## src/core/pgs_cfg.svh

```systemverilog
/*
 Offsets, reset values and pin placement for the port and pin
 steering block. Assumes an APB byte address of 8 bits.
*/
`ifndef PGS_CFG_SVH
`define PGS_CFG_SVH

// Register offsets inside one port, then the shared select registers; port B sits at PGS_PORTB
`define PGS_OFF_DIR   5'h00
`define PGS_OFF_LVL   5'h04
`define PGS_OFF_LAT   5'h08
`define PGS_OFF_ANS   5'h0c
`define PGS_OFF_WPU   5'h10
`define PGS_PORTB     8'h20
`define PGS_OFF_ALT0  8'h40
`define PGS_OFF_ALT1  8'h44

// Reset values
`define PGS_RST_DIR   8'hff
`define PGS_RST_LAT   8'h00
`define PGS_RST_ANS   8'hff
`define PGS_RST_WPU   8'h00
`define PGS_RST_ALT   8'h00
`define PGS_RST_OEN   8'hff

// Steered functions and their pins: A bits are 0..7, B bits 8..15
`define PGS_NFN       9
`define PGS_FN0_DEF   4'd11
`define PGS_FN0_ALT   4'd8
`define PGS_FN1_DEF   4'd14
`define PGS_FN1_ALT   4'd7
`define PGS_FN2_DEF   4'd15
`define PGS_FN2_ALT   4'd6
`define PGS_FN3_DEF   4'd14
`define PGS_FN3_ALT   4'd7
`define PGS_FN4_DEF   4'd15
`define PGS_FN4_ALT   4'd6
`define PGS_FN5_DEF   4'd13
`define PGS_FN5_ALT   4'd5
`define PGS_FN6_DEF   4'd10
`define PGS_FN6_ALT   4'd6
`define PGS_FN7_DEF   4'd9
`define PGS_FN7_ALT   4'd10
`define PGS_FN8_DEF   4'd10
`define PGS_FN8_ALT   4'd13

`endif

```

## src/core/pgs_pkg.sv

```systemverilog
/*
 Types shared by the port and pin steering block.
 Assumes pgs_cfg.svh for all numeric constants.
*/
package pgs_pkg;
   typedef logic [7:0] pgs_byte_t;
   typedef logic [3:0] pgs_pin_t;
   typedef logic [8:0] pgs_fn_t;
   // Bus slave phases
   typedef enum logic [0:0] {PGS_IDLE, PGS_ACK} pgs_apb_st_t;
   // Decoded register
   typedef enum logic [2:0] {
      PGS_R_DIR, PGS_R_LVL, PGS_R_LAT, PGS_R_ANS,
      PGS_R_WPU, PGS_R_ALT0, PGS_R_ALT1, PGS_R_NONE
   } pgs_reg_t;
endpackage

```

## src/core/pgs_port.sv

```systemverilog
/*
 Pin control for one 8-bit port: driver enable, drive value,
 pull-up and digital input. Purely combinational; the top
 registers every result.
*/
`timescale 1ns/1ps
module pgs_port (
   input  wire pgs_pkg::pgs_byte_t dir,
   input  wire pgs_pkg::pgs_byte_t lat,
   input  wire pgs_pkg::pgs_byte_t ans,
   input  wire pgs_pkg::pgs_byte_t wpu,
   input  wire pgs_pkg::pgs_byte_t own,
   input  wire pgs_pkg::pgs_byte_t drv,
   input  wire pgs_pkg::pgs_byte_t val,
   input  wire pgs_pkg::pgs_byte_t pin,
   output wire pgs_pkg::pgs_byte_t out,
   output wire pgs_pkg::pgs_byte_t oe_n,
   output wire pgs_pkg::pgs_byte_t pull,
   output wire pgs_pkg::pgs_byte_t dig
);
   import pgs_pkg::*;

   // An owning peripheral replaces direction and value
   assign oe_n = (own & ~drv) | (~own & dir);
   assign out  = (own & val) | (~own & lat);
   // Pull-up only while the driver is off
   assign pull = wpu & oe_n;
   // Analog pins read low and keep the buffer quiet
   assign dig  = pin & ~ans;
endmodule

```

## src/core/pgs_route.sv

```systemverilog
/*
 Steering of nine peripheral functions onto sixteen pins.
 Assumes the select vector is {alt1 bit 0, alt0}.
*/
`timescale 1ns/1ps
`include "pgs_cfg.svh"
module pgs_route (
   input  wire pgs_pkg::pgs_fn_t sel,
   input  wire pgs_pkg::pgs_fn_t en,
   input  wire pgs_pkg::pgs_fn_t oe,
   input  wire pgs_pkg::pgs_fn_t dout,
   input  wire logic [15:0]      dig,
   output logic [15:0]           own,
   output logic [15:0]           drv,
   output logic [15:0]           val,
   output pgs_pkg::pgs_fn_t      fin
);
   import pgs_pkg::*;

   localparam pgs_pin_t DEF_T [`PGS_NFN] = '{`PGS_FN0_DEF, `PGS_FN1_DEF,
      `PGS_FN2_DEF, `PGS_FN3_DEF, `PGS_FN4_DEF, `PGS_FN5_DEF,
      `PGS_FN6_DEF, `PGS_FN7_DEF, `PGS_FN8_DEF};
   localparam pgs_pin_t ALT_T [`PGS_NFN] = '{`PGS_FN0_ALT, `PGS_FN1_ALT,
      `PGS_FN2_ALT, `PGS_FN3_ALT, `PGS_FN4_ALT, `PGS_FN5_ALT,
      `PGS_FN6_ALT, `PGS_FN7_ALT, `PGS_FN8_ALT};

   pgs_pin_t p;

   // Walk from lowest priority up so the lowest index wins a pin
   always_comb begin
      own = '0;
      drv = '0;
      val = '0;
      fin = '0;
      p   = '0;
      for (int f = `PGS_NFN - 1; f >= 0; f--) begin
         p = sel[f] ? ALT_T[f] : DEF_T[f];
         if (en[f]) begin
            own[p] = 1'b1;
            drv[p] = oe[f];
            val[p] = dout[f];
         end
         fin[f] = dig[p];
      end
   end
endmodule

```

## src/core/pgs_top.sv

```systemverilog
/*
 Two general-purpose ports with alternate pin steering, reached
 over APB. Assumes pins and peripheral signals are synchronous to
 REF_CLK and that the master keeps APB signalling.
*/
`timescale 1ns/1ps
`include "pgs_cfg.svh"

// How it works
// - Two 8-bit ports, A and B, each with its own register set.
// - An enabled peripheral takes its pin away from the port.
// - Each port has direction, pin-level and output latch registers.
// - Writing the pin-level register loads the latch like a latch write.
// - Reading the latch register returns the latch contents.
// - Reading the pin-level register returns sampled pin levels.
// - Analog select turns off each pin's digital input buffer.
// - Select bits steer nine functions between two pins each.
// - Select writes never touch any direction register.
// - Peripheral direction and value follow the selected pin.
// - The unselected pin stays under plain port control.
// - Select 0 picks the default pin, 1 the alternate.
// - Direction 1 turns the driver off; 0 drives the latch.
// - Analog pins read 0 on every digital level read.
// - Port writes load the output latch whole; software does any read-modify-write.
// - Several owners on one pin: highest fixed priority wins.
module pgs_top (
   input  wire logic               REF_CLK,
   input  wire logic               RST,
   input  wire logic               PSEL,
   input  wire logic               PENABLE,
   input  wire logic               PWRITE,
   input  wire logic [7:0]         PADDR,
   input  wire logic [31:0]        PWDATA,
   output logic [31:0]             PRDATA,
   output logic                    PREADY,
   output logic                    PSLVERR,
   input  wire pgs_pkg::pgs_byte_t PA_IN,
   output pgs_pkg::pgs_byte_t      PA_OUT,
   output pgs_pkg::pgs_byte_t      PA_OE_N,
   output pgs_pkg::pgs_byte_t      PA_PULL,
   input  wire pgs_pkg::pgs_byte_t PB_IN,
   output pgs_pkg::pgs_byte_t      PB_OUT,
   output pgs_pkg::pgs_byte_t      PB_OE_N,
   output pgs_pkg::pgs_byte_t      PB_PULL,
   input  wire pgs_pkg::pgs_fn_t   FN_EN,
   input  wire pgs_pkg::pgs_fn_t   FN_OE,
   input  wire pgs_pkg::pgs_fn_t   FN_DOUT,
   output pgs_pkg::pgs_fn_t        FN_DIN
);
   import pgs_pkg::*;

   pgs_apb_st_t st_r;
   pgs_byte_t   dir_r [2];
   pgs_byte_t   lat_r [2];
   pgs_byte_t   ans_r [2];
   pgs_byte_t   wpu_r [2];
   pgs_byte_t   lvl_r [2];
   pgs_byte_t   alt0_r;
   logic        alt1_r;
   logic [31:0] prdata_r;
   logic        pready_r;
   logic        pslverr_r;
   pgs_byte_t   pa_out_r;
   pgs_byte_t   pa_oen_r;
   pgs_byte_t   pa_pull_r;
   pgs_byte_t   pb_out_r;
   pgs_byte_t   pb_oen_r;
   pgs_byte_t   pb_pull_r;
   pgs_fn_t     fn_din_r;

   pgs_reg_t    reg_w;
   logic        port_w;
   logic        setup_w;
   logic        wr_go_w;
   logic [15:0] own_w;
   logic [15:0] drv_w;
   logic [15:0] val_w;
   pgs_fn_t     fin_w;
   pgs_byte_t   out_a;
   pgs_byte_t   oen_a;
   pgs_byte_t   pull_a;
   pgs_byte_t   dig_a;
   pgs_byte_t   out_b;
   pgs_byte_t   oen_b;
   pgs_byte_t   pull_b;
   pgs_byte_t   dig_b;

   // Address to register; port bit is PADDR[5]
   function automatic pgs_reg_t reg_of(input logic [7:0] a);
      if (a == `PGS_OFF_ALT0) begin
         return PGS_R_ALT0;
      end else if (a == `PGS_OFF_ALT1) begin
         return PGS_R_ALT1;
      end else if (a[7:6] != 2'b00) begin
         return PGS_R_NONE;
      end else if (a[4:0] == `PGS_OFF_DIR) begin
         return PGS_R_DIR;
      end else if (a[4:0] == `PGS_OFF_LVL) begin
         return PGS_R_LVL;
      end else if (a[4:0] == `PGS_OFF_LAT) begin
         return PGS_R_LAT;
      end else if (a[4:0] == `PGS_OFF_ANS) begin
         return PGS_R_ANS;
      end else if (a[4:0] == `PGS_OFF_WPU) begin
         return PGS_R_WPU;
      end else begin
         return PGS_R_NONE;
      end
   endfunction

   // Read value of one register, zero-extended to the bus
   function automatic logic [31:0] rd_of(input pgs_reg_t r, input logic p);
      logic [7:0] v;
      v = 8'h00;
      case (r)
         PGS_R_DIR:  v = dir_r[p];
         PGS_R_LVL:  v = lvl_r[p];
         PGS_R_LAT:  v = lat_r[p];
         PGS_R_ANS:  v = ans_r[p];
         PGS_R_WPU:  v = wpu_r[p];
         PGS_R_ALT0: v = alt0_r;
         PGS_R_ALT1: v = {7'h00, alt1_r};
         default:    v = 8'h00;
      endcase
      return {24'h000000, v};
   endfunction

   // Decode and bus phase qualifiers
   assign reg_w   = reg_of(PADDR);
   assign port_w  = PADDR[5];
   assign setup_w = PSEL && !PENABLE && (st_r == PGS_IDLE);
   assign wr_go_w = (st_r == PGS_ACK) && PSEL && PENABLE && PWRITE;

   // Bus phases: setup, then one access cycle with PREADY high
   always_ff @(posedge REF_CLK or posedge RST) begin
      if (RST) begin
         st_r <= PGS_IDLE;
      end else begin
         case (st_r)
            PGS_IDLE: begin
               if (setup_w) begin
                  st_r <= PGS_ACK;
               end
            end
            default: begin
               st_r <= PGS_IDLE;
            end
         endcase
      end
   end

   // Answer is registered; read data is caught at the setup edge
   always_ff @(posedge REF_CLK or posedge RST) begin
      if (RST) begin
         pready_r  <= 1'b0;
         pslverr_r <= 1'b0;
         prdata_r  <= 32'h00000000;
      end else if (setup_w) begin
         pready_r  <= 1'b1;
         pslverr_r <= (reg_w == PGS_R_NONE);
         prdata_r  <= PWRITE ? 32'h00000000 : rd_of(reg_w, port_w);
      end else begin
         pready_r  <= 1'b0;
         pslverr_r <= 1'b0;
         prdata_r  <= 32'h00000000;
      end
   end

   // Port registers, one set per port
   always_ff @(posedge REF_CLK or posedge RST) begin
      if (RST) begin
         for (int i = 0; i < 2; i++) begin
            dir_r[i] <= `PGS_RST_DIR;
            lat_r[i] <= `PGS_RST_LAT;
            ans_r[i] <= `PGS_RST_ANS;
            wpu_r[i] <= `PGS_RST_WPU;
         end
      end else if (wr_go_w) begin
         if (reg_w == PGS_R_DIR) begin
            dir_r[port_w] <= PWDATA[7:0];
         end else if (reg_w == PGS_R_LVL || reg_w == PGS_R_LAT) begin
            // Software builds the new value from a level read
            lat_r[port_w] <= PWDATA[7:0];
         end else if (reg_w == PGS_R_ANS) begin
            ans_r[port_w] <= PWDATA[7:0];
         end else if (reg_w == PGS_R_WPU) begin
            wpu_r[port_w] <= PWDATA[7:0];
         end
      end
   end

   // Select bits live apart from the direction registers
   always_ff @(posedge REF_CLK or posedge RST) begin
      if (RST) begin
         alt0_r <= `PGS_RST_ALT;
         alt1_r <= 1'b0;
      end else if (wr_go_w && reg_w == PGS_R_ALT0) begin
         alt0_r <= PWDATA[7:0];
      end else if (wr_go_w && reg_w == PGS_R_ALT1) begin
         alt1_r <= PWDATA[0];
      end
   end

   // Function steering across both ports
   pgs_route u_route (
      .sel  ({alt1_r, alt0_r}),
      .en   (FN_EN),
      .oe   (FN_OE),
      .dout (FN_DOUT),
      .dig  ({dig_b, dig_a}),
      .own  (own_w),
      .drv  (drv_w),
      .val  (val_w),
      .fin  (fin_w)
   );

   // Per-port pin control; only owned pins see peripheral values
   pgs_port u_port_a (
      .dir  (dir_r[0]),
      .lat  (lat_r[0]),
      .ans  (ans_r[0]),
      .wpu  (wpu_r[0]),
      .own  (own_w[7:0]),
      .drv  (drv_w[7:0]),
      .val  (val_w[7:0]),
      .pin  (PA_IN),
      .out  (out_a),
      .oe_n (oen_a),
      .pull (pull_a),
      .dig  (dig_a)
   );

   pgs_port u_port_b (
      .dir  (dir_r[1]),
      .lat  (lat_r[1]),
      .ans  (ans_r[1]),
      .wpu  (wpu_r[1]),
      .own  (own_w[15:8]),
      .drv  (drv_w[15:8]),
      .val  (val_w[15:8]),
      .pin  (PB_IN),
      .out  (out_b),
      .oe_n (oen_b),
      .pull (pull_b),
      .dig  (dig_b)
   );

   // Pin levels sampled each cycle; reads see one cycle of lag
   always_ff @(posedge REF_CLK or posedge RST) begin
      if (RST) begin
         lvl_r[0] <= 8'h00;
         lvl_r[1] <= 8'h00;
         fn_din_r <= '0;
      end else begin
         lvl_r[0] <= dig_a;
         lvl_r[1] <= dig_b;
         fn_din_r <= fin_w;
      end
   end

   // Pin outputs registered so the pads never see decode glitches
   always_ff @(posedge REF_CLK or posedge RST) begin
      if (RST) begin
         pa_out_r  <= 8'h00;
         pa_oen_r  <= `PGS_RST_OEN;
         pa_pull_r <= 8'h00;
         pb_out_r  <= 8'h00;
         pb_oen_r  <= `PGS_RST_OEN;
         pb_pull_r <= 8'h00;
      end else begin
         pa_out_r  <= out_a;
         pa_oen_r  <= oen_a;
         pa_pull_r <= pull_a;
         pb_out_r  <= out_b;
         pb_oen_r  <= oen_b;
         pb_pull_r <= pull_b;
      end
   end

   // Output ports straight from flops
   assign PRDATA  = prdata_r;
   assign PREADY  = pready_r;
   assign PSLVERR = pslverr_r;
   assign PA_OUT  = pa_out_r;
   assign PA_OE_N = pa_oen_r;
   assign PA_PULL = pa_pull_r;
   assign PB_OUT  = pb_out_r;
   assign PB_OE_N = pb_oen_r;
   assign PB_PULL = pb_pull_r;
   assign FN_DIN  = fn_din_r;
endmodule

```

## config.mk

```make
export PLATFORM = sky130hd
export DESIGN_NAME = pgs_top
export DESIGN_NICKNAME = d
export VERILOG_FILES = /design/src/core/pgs_pkg.sv /design/src/core/pgs_port.sv /design/src/core/pgs_route.sv /design/src/core/pgs_top.sv
export VERILOG_INCLUDE_DIRS = /design/src /design/src/core
export SDC_FILE = /design/constraint.sdc
export NUM_CORES = 1
export LEC_CHECK = 0
export BUFFER_PORTS_ARGS = -buffer_cell sky130_fd_sc_hd__buf_2
export CAP_MARGIN = 10
export CORE_ASPECT_RATIO = 1.25
export CORE_UTILIZATION = 58
export CTS_CLUSTER_DIAMETER = 150
export DETAILED_ROUTE_END_ITERATION = 7
export GPL_ROUTABILITY_DRIVEN = 0
export PLACE_DENSITY = 0.82
export RECOVER_POWER = 50
export SYNTH_ARGS = -nofsm -noshare
export SYNTH_HDL_FRONTEND = slang
export SYNTH_HIERARCHICAL = 1
export SYNTH_SLANG_ARGS = --single-unit
```

## constraint.sdc

```tcl
create_clock -name REF_CLK -period 13.4 [get_ports REF_CLK]
set_input_delay 2.68 -clock REF_CLK [delete_from_list [all_inputs] [get_ports REF_CLK]]
set_output_delay 2.68 -clock REF_CLK [all_outputs]
set_load 0.05 [all_outputs]
```

==> Implementation_results.wiki, run 1 <==
{| class="wikitable"
! Metric !! Value
|-
| Outcome || finished with violations
|-
| Failing checks || capacitance limit, slew limit
|-
| Number of design rule violations left after detail routing || 0
|-
| Critical-path top delay cell || sky130_fd_sc_hd__clkbuf_1
|-
| Aggregate routed wire length || roughly 17 mm
|-
| Ant diodes || 0
|-
| Capturing element type of the critical path || flop
|-
| Number of slew-limit violations in the final report || 96
|-
| CP bufs+invs || 1
|-
| Clock tree root buffer cell || sky130_fd_sc_hd__clkbuf_16
|-
| Crit Path Category || in2reg
|-
| Synth warnings || 6
|-
| Total global routing overflow || 0
|-
| Final Critical Period || around 5.3 ns
|-
| Clock network fraction of total power || between 40% and 50%
|-
| Internal Power || approximately 810 µW
|-
| Portion of the post-synthesis area used by sequential elements || a little over half
|-
| First-pass GRT wire length || 26.0 mm
|-
| First-pass detailed-route iteration total || 7
|-
| Postcts setup bufs || 0
|-
| Sequential group share of total power || 45.4%
|-
| Netlist cell types || 48
|-
| Worst-Margin Slew || between 3 and 4 ns
|-
| Net switching power figure || between 200 and 300 µW
|-
| Starting density of the core || about 59%
|-
| Share of synthesized flip-flops with an asynchronous set or reset || 100%
|-
| Maximum number of pins on one net before global-route repair || 86
|-
| DRT antenna net count || 0
|-
| Number of standard cells after synthesis || 557
|-
| RSZ-0062 raised after global routing || false
|-
| Die W || around 100 µm
|-
| Antenna violations before repair || 0
|-
| TritonCTS clock tree || yes
|-
| VDD IR-drop max || around 0.000076 V
|-
| Power density over cell area || 125 nW/µm²
|-
| Arrival time of data at the critical path endpoint || roughly 5.6 ns
|-
| CP Data Required Time || 13.70 ns
|-
| Latest clock arrival within the worst-skew pair || 0.42 ns
|-
| Cell count of the worst hold path || 2
|-
| Placement-stage cell area || 8170 µm²
|-
| CP peak stage delay || 1.15 ns
|-
| I/O Buffers || 130
|-
| Hold buffer count at cts || 0
|-
| Placed wire-length estimate || ~12 mm
|-
| Layout-stage area growth over the synthesis result || 13.9%
|-
| Max-Cap Viols || 2
|-
| Number of vias after detailed routing || about 4,900
|-
| Count of flip-flops with a built-in enable after synthesis || 0
|-
| Per-cell via count in the routed design || ~5.6
|-
| Fill count || between 900 and 1,000
|-
| H-tree level count || 4
|-
| Ys flop type || sky130_fd_sc_hd__dfrtp_1
|-
| Final hold vios || 0
|-
| Area of the die || between 10,000 and 15,000 µm²
|-
| Most frequent cells in the layout || sky130_fd_sc_hd__dfrtp_1 (108), sky130_fd_sc_hd__mux2_2 (86), sky130_fd_sc_hd__buf_2 (77)
|-
| CP Cell Sequence || clkbuf_1 -> nand2_1 -> nor3_4 -> mux2_2
|-
| Vert. Die Dim || 129 µm
|-
| Number of ports placed on the die boundary || about 180
|-
| Clock slew at reported path FFs || ~0.050 ns
|-
| Gr usage total || between 20% and 30%
|-
| Type of origin of the critical path || input pin
|-
| Tcrit/Tclk final || around two fifths
|-
| Most common library cell in the layout ignoring fill and taps || sky130_fd_sc_hd__dfrtp_1
|-
| Total negative setup slack || 0 ns
|-
| Post-synthesis area per instance || approximately 13 µm²
|-
| Portion of total power attributed to combinational logic || a little under a tenth
|-
| Cell class contributing the biggest share of worst-path delay || simple AND/OR/NAND/NOR gates
|-
| Clock sinks || 156
|-
| CTS resizes || 0
|-
| Core area || roughly 13,000 µm²
|-
| Switching power share of the total || 24.3%
|-
| Site Rows || 46
|-
| Register-to-register setup slack || roughly 11 ns
|-
| Largest fanout of any net on the critical path || 22
|-
| Initial DRC Count || around 270
|-
| WL per Instance || 19.1 µm
|-
| Cells on worst reg2reg path || 4
|-
| Source of the worst register-to-register timing path || PREADY
|-
| Syn Std Cell Area || between 7000 and 8000 µm²
|-
| Maximum achievable frequency || 0.190 GHz
|-
| Path type of the worst min-delay path || reg2reg
|-
| Proportion of layout cells with a drive suffix above 1 || 39.7%
|-
| Count of nets after finishing || around 800
|-
| Headroom to the max-slew limit || -104%
|-
| Num CTS Buffers || 17
|-
| Reg2reg end || wpu_r[7]
|-
| Cell area after layout || 8570 µm²
|-
| Worst clock skew on the final layout || between 0.006 and 0.007 ns
|-
| Vias in the first global route || between 5,000 and 6,000
|-
| # setup viols final || 0
|-
| Capture endpoint of the worst hold path || PB_OE_N[7]
|-
| Reported leakage power || 4.01 nW
|-
| Hold Crit Start || dir_r[7]
|-
| Number of buffers between clock root and the deepest sink || 2
|-
| Flip-flop and latch count after synthesis || ~160
|}
state kept, by name, summed over array words and instances, names as in the netlist, 9 cells and up:
signal	flops
lat_r	16
FN_DIN	9
dir_r	16
lvl_r	16
ans_r	16
wpu_r	16
Yosys cell counts (all sizes together), types with 2 or more instances:
cell / number / area, µm²
dfrtp: 108 / 2700
mux2: 100 / 1190
buf: 52 / 370
dfstp: 48 / 1260
nand2b: 39 / 364
nand2: 33 / 124
nor2b: 25 / 169
nor2: 24 / 97.6
a21boi: 16 / 180
mux4: 14 / 315
nand3: 14 / 80.1
mux2i: 12 / 120
a31oi: 8 / 50.1
and2: 8 / 50.1
nor3: 8 / 90.1
a22o: 6 / 52.6
a221oi: 5 / 43.8
and3: 5 / 31.3
inv: 4 / 15.0
nand4: 4 / 31.3
a21oi: 3 / 15.0
o2bb2ai: 3 / 26.3
a32o: 2 / 20.0
a32oi: 2 / 17.5
conb: 2 / 7.51
nor4: 2 / 18.8
or3: 2 / 12.5
layout make-up:
class | instances | area (µm²) | area share [%]
Clock buffer | 25 | 475 | 5.55
Clock inverter | 7 | 115 | 1.34
Inverter | 4 | 16.3 | 0.190
Multi-Input combinational cell | 385 | 3190 | 37.3
Sequential cell | 156 | 3960 | 46.3
Tap cell | 168 | 210 | 2.45
Timing Repair Buffer | 131 | 592 | 6.91
power groups by stage:
stage               registers, mW  clock network [mW]  logic [mW]
finish                      0.487               0.485       0.100
global route                0.488               0.510       0.107
CTS                         0.487               0.488       0.104
detailed placement          0.495                   0       0.104
global placement            0.494                   0       0.102
floorplan                   0.517                   0      0.0616
worst min-delay path, cell delays in order, from the launching register on:
cell and delay [ns]:
sky130_fd_sc_hd__dfstp_2 0.39, sky130_fd_sc_hd__nand2b_4 0.06, sky130_fd_sc_hd__nand2_1 0.05
cells by family (layout without fill, tap and decap cells):
logic type,Yosys count,in the layout,share of synthesized area (%)
muxes,126,126,21.6
AOI/OAI and AO/OA,51,51,6.04
buffers and inverters,56,167,5.13
DFF,156,156,52.7
and+or+nand+nor,166,166,14.4
other,2,42,0.0999
through the flow:
step / hold slack [ns] / instances / setup slack [ns] / utilization, % / power (mW)
floorplan: 0.476 / 597 / 6.59 / - / 0.579
global placement: 0.486 / 844 / 8.65 / 64.5 / 0.596
detailed placement: 0.492 / 844 / 8.59 / 64.5 / 0.599
CTS: 0.505 / 876 / 9.01 / 69.2 / 1.08
global route: 0.512 / 876 / 7.56 / 67.6 / 1.11
finish: 0.497 / 876 / 8.14 / 67.6 / 1.07
worst max-delay path by stage:
stage / to / slack, ns / from / cells past startpoint
2_1_floorplan: FN_DIN[0] / 6.59 / RST / 1
4_1_cts: lat_r[3] / 9.01 / PADDR[1] / 5
3_3_place_gp: lat_r[4] / 8.65 / PADDR[1] / 5
5_1_grt: wpu_r[3] / 7.56 / RST / 3
3_5_place_dp: lat_r[6] / 8.59 / PADDR[1] / 5
6_report: wpu_r[7] / 8.14 / PADDR[5] / 4
metal layers:
layer	global-route usage (%)	wire length [µm]	part of all wire (%)
met5	0	0	0
met4	13.6	618	3.7
met3	5.94	990	5.9
met2	44.5	8510	51
met1	30.9	6610	40
Power figures use the tool's default switching activity.
==> run 2: changes to the inputs <==
- ABC_AREA: default -> 1
- CORE_UTILIZATION: 58 -> 54
- PLACE_DENSITY: 0.82 -> 0.77
- clock period: 13.4 -> 5 ns (I/O delays scaled with it)
==> run 2 against run 1 <==
  * The flow now finishes without violations
  * Utilization decreased by 4.0 points
  * Cell count grew 43%
  * Setup slack got worse by 6.1 ns
  * Synthesized cell count grew 69%
  * Via count increased by 33%
  * Hold slack got worse by 0.0088 ns
  * Clock-buffer cell count is 5 lower
  * Combinational power grew to 2.8 times the previous value
  * Sequential share of layout area fell by 1.6 points
  * Final area rose by 3.6%
  * Die area up 11%
  * Critical path type unchanged
  * Largest cell class unchanged
  * Largest power group unchanged
  * Highest routed layer unchanged
==> Implementation_results.wiki, run 2 <==
{| class="wikitable"
! Metric !! Value
|-
| Outcome || finished, final reports clean (was finished with violations)
|-
| Count of nets after finishing || 1,152 (was 783)
|-
| I/O Buffers || 130 (unchanged)
|-
| Final Critical Period || a little under 3 ns
|-
| Internal Power || 2.10 mW (was 811 µW)
|-
| Most common library cell in the layout ignoring fill and taps || sky130_fd_sc_hd__nand2_1 (was sky130_fd_sc_hd__dfrtp_1)
|-
| Synth warnings || 6 (unchanged)
|-
| Netlist cell types || 31 (was 48)
|-
| Power density over cell area || 323 nW/µm² (was 125 nW/µm²)
|-
| Highest signal layer in the routed design || met4 (unchanged)
|-
| Count of flip-flops with a built-in enable after synthesis || 0 (unchanged)
|-
| Cell with the most instances after synthesis || sky130_fd_sc_hd__nand2_1 (was sky130_fd_sc_hd__dfrtp_1)
|-
| Flip-flop and latch count after synthesis || 156 (unchanged)
|-
| Portion of total power attributed to combinational logic || 9.7% (was 9.3%)
|-
| Sequential group share of total power || 45.5% (was 45.4%)
|-
| Number of standard cells after synthesis || 943 (was 557)
|-
| Proportion of layout cells with a drive suffix above 1 || 22.6% (was 39.7%)
|-
| Clock network fraction of total power || 44.8% (was 45.2%)
|-
| Per-cell via count in the routed design || 5.21 (was 5.61)
|-
| Most frequent cells in the layout || sky130_fd_sc_hd__nand2_1 (290), sky130_fd_sc_hd__buf_2 (124), sky130_fd_sc_hd__inv_1 (110) (was sky130_fd_sc_hd__dfrtp_1 (108), sky130_fd_sc_hd__mux2_2 (86), sky130_fd_sc_hd__buf_2 (77))
|-
| Clock tree root buffer cell || sky130_fd_sc_hd__clkbuf_16 (unchanged)
|-
| Type of origin of the critical path || input pin (unchanged)
|-
| Switching power share of the total || 26.5% (was 24.3%)
|-
| Fin Hold WS || 0.488 ns (was 0.497 ns)
|-
| Placed Cells || 1,220 (was 844)
|-
| Total global routing overflow || 0 (unchanged)
|-
| Starting density of the core || 55.6% (was 59.4%)
|-
| Worst path setup slack after routing || 2.02 ns (was 8.14 ns)
|-
| Core area || 13,900 µm² (was 12,700 µm²)
|-
| H-tree level count || 4 (unchanged)
|-
| Area of the die || 14,800 µm² (was 13,400 µm²)
|-
| First-pass detailed-route iteration total || 5 (was 7)
|-
| Path type of the worst min-delay path || reg2reg (unchanged)
|-
| Maximum achievable frequency || about 0.34 GHz
|-
| Postcts setup bufs || 0 (unchanged)
|-
| Largest area contributor in the synthesized netlist || sky130_fd_sc_hd__dfrtp_1 (unchanged)
|-
| Most used standard cells in the synthesized netlist || sky130_fd_sc_hd__nand2_1 (290), sky130_fd_sc_hd__inv_1 (111), sky130_fd_sc_hd__dfrtp_1 (108) (was sky130_fd_sc_hd__dfrtp_1 (108), sky130_fd_sc_hd__mux2_2 (84), sky130_fd_sc_hd__dfstp_2 (48))
|-
| Tcrit/Tclk final || roughly 60%
|-
| Placement-stage cell area || 8290 µm² (was 8170 µm²)
|-
| Net switching power figure || 759 µW (was 261 µW)
|-
| Post-synthesis area per instance || 8.22 µm² (was 13.5 µm²)
|-
| Syn Std Cell Area || 7750 µm² (was 7520 µm²)
|-
| CTS resizes || 0 (unchanged)
|-
| Largest fanout of any net on the critical path || 53 (was 22)
|-
| Final hold vios || 0 (unchanged)
|-
| Layout-stage area growth over the synthesis result || 14.5% (was 13.9%)
|-
| Latest clock arrival within the worst-skew pair || 0.43 ns (was 0.42 ns)
|-
| Clock slew at reported path FFs || 0.06 ns (was 0.05 ns)
|-
| Number of vias after detailed routing || 6,529 (was 4,914)
|-
| Vias in the first global route || 5,955 (was 5,017)
|-
| Number of ports placed on the die boundary || 179 (unchanged)
|-
| Worst-Margin Slew || 0.873 ns (was 3.05 ns)
|-
| Cell types occupying the most area after synthesis || sky130_fd_sc_hd__dfrtp_1 (35%), sky130_fd_sc_hd__dfstp_2 (16%), sky130_fd_sc_hd__nand2_1 (14%) (was sky130_fd_sc_hd__dfrtp_1 (36%), sky130_fd_sc_hd__dfstp_2 (17%), sky130_fd_sc_hd__mux2_2 (13%))
|-
| Portion of the post-synthesis area used by sequential elements || 51.1% (was 52.7%)
|-
| DRT antenna net count || 0 (unchanged)
|-
| VDD IR-drop max || 0.000214 V (was 0.0000762 V)
|-
| Crit Path Category || in2reg (unchanged)
|-
| Die W || 109 µm (was 104 µm)
|-
| Count of non-filler cells in the finished layout || 1,253 (was 876)
|-
| Aggregate routed wire length || 18.8 mm (was 16.7 mm)
|-
| # setup viols final || 0 (unchanged)
|-
| Site Rows || 48 (was 46)
|-
| Cell count of the worst hold path || 2 (unchanged)
|-
| Antenna violations before repair || 1 (was 0)
|-
| Vert. Die Dim || 136 µm (was 129 µm)
|-
| Area share of the largest cell type after synthesis || 34.9% (was 35.9%)
|-
| Number of slew-limit violations in the final report || 0 (was 96)
|-
| Total negative setup slack || 0 ns (unchanged)
|-
| Headroom to the max-slew limit || 41.7% (was -104%)
|-
| Number of design rule violations left after detail routing || 0 (unchanged)
|-
| Wire length on met1 || 7.77 mm (was 6.61 mm)
|-
| Wire length on met3 || 1.12 mm (was 990 µm)
|-
| Fill count || 1,219 (was 951)
|-
| Share of synthesized flip-flops with an asynchronous set or reset || 100% (unchanged)
|-
| Maximum number of pins on one net before global-route repair || 157 (was 86)
|-
| Arrival time of data at the critical path endpoint || 3.33 ns (was 5.56 ns)
|-
| Hold buffer count at cts || 0 (unchanged)
|-
| CP Data Required Time || 5.34 ns (was 13.70 ns)
|-
| Clock sinks || 156 (unchanged)
|-
| Num CTS Buffers || 17 (unchanged)
|-
| Number of buffers between clock root and the deepest sink || 2 (unchanged)
|-
| Worst clock skew on the final layout || 0.00555 ns (was 0.00661 ns)
|-
| Cell area after layout || 8870 µm² (was 8570 µm²)
|-
| Routed wl met2 || 9.16 mm (was 8.51 mm)
|-
| WL per Instance || 15.0 µm (was 19.1 µm)
|-
| First-pass GRT wire length || 29.6 mm (was 26.0 mm)
|-
| TritonCTS clock tree || yes (unchanged)
|-
| Capturing element type of the critical path || flop (unchanged)
|-
| Initial DRC Count || 511 (was 269)
|-
| Max-Cap Viols || 0 (was 2)
|-
| Placed wire-length estimate || 12.6 mm (was 11.6 mm)
|-
| Cells on worst reg2reg path || 7 (was 4)
|-
| Gr usage total || 26.5% (was 26.0%)
|-
| Ys flop type || sky130_fd_sc_hd__dfrtp_1 (unchanged)
|-
| RSZ-0062 raised after global routing || false (unchanged)
|-
| Reported leakage power || 4.53 nW (was 4.01 nW)
|-
| Worst slack at placement || 1.68 ns (was 8.59 ns)
|}
## run 2: changes by cell type in the layout (fill, tap and decap cells not counted), sizes merged, moves of 16 or more
cell | before | now
nand2 | 33 | 299
nor2 | 24 | 89
clkbuf | 78 | 26
buf | 78 | 127
mux2 | 100 | 1
nor2b | 25 | 0
nand2b | 39 | 0
nand3 | 14 | 41
o21ai | 0 | 99
nand4 | 4 | 47
a21boi | 16 | 0
inv | 3 | 117
## run 2: area by class of cell
type                    count  area, µm²  area share, %
repair buffers            133        678           7.64
well taps                 175        219           2.47
inverters                 116        437           4.92
diodes                      1       2.50         0.0282
flip-flops and latches    156       3960           44.7
clock inverters            12        139           1.57
multi-input cells         640       2990           33.7
clock buffers              20        447           5.03
## run 2: cells by family after synthesis
kind of cell	Yosys count	synth area share (%)
compound gates	110	7.55
buf+inv	187	12.3
flops	156	51.1
mux	6	0.791
other cells	2	0.0969
simple gates	482	28.2
## run 2: worst paths after layout
path / startpoint / endpoint / slack (ns)
worst min-delay path: dir_r[2] / dir_r[2] / 0.49
worst max register to register: PREADY / lat_r[8] / 3.08
min in group asynchronous: RST / PA_OUT[2] / 0.81
worst max-delay path: PADDR[5] / ans_r[7] / 2.02
max in group asynchronous: RST / alt0_r[6] / 3.57
worst min register to register: dir_r[2] / dir_r[2] / 0.49
## run 2: routing by layer
metal  up-vias  track usage (%)
li1       3147                -
met1      3041             33.5
met2       286             43.3
met3        55             3.69
met4         0             15.1
met5         -                0
## run 2: stage by stage
stage               util (%)  power (mW)
finish                  63.7        2.86
global placement        59.5        1.60
global route            63.7        2.96
detailed placement      59.5        1.61
CTS                     63.7        2.87
floorplan                  -        1.55
## run 2: power by group through the flow
stage          Combinational [mW]  Clock (mW)  Sequential, mW
6_report                    0.278        1.28            1.30
5_1_grt                     0.303        1.35            1.31
4_1_cts                     0.280        1.29            1.30
3_5_place_dp                0.280           0            1.33
3_3_place_gp                0.277           0            1.32
2_1_floorplan               0.166           0            1.39
## run 2: critical path, stage by stage
cell                      delay, ns
sky130_fd_sc_hd__buf_2         0.09
sky130_fd_sc_hd__buf_4         0.53
sky130_fd_sc_hd__nor2_2        0.07
sky130_fd_sc_hd__nand3_2       0.10
sky130_fd_sc_hd__nor2_4        0.05
sky130_fd_sc_hd__nor2_2        0.52
sky130_fd_sc_hd__nand4_4       0.20
sky130_fd_sc_hd__inv_2         0.14
sky130_fd_sc_hd__nand3_2       0.31
sky130_fd_sc_hd__o21ai_1       0.27
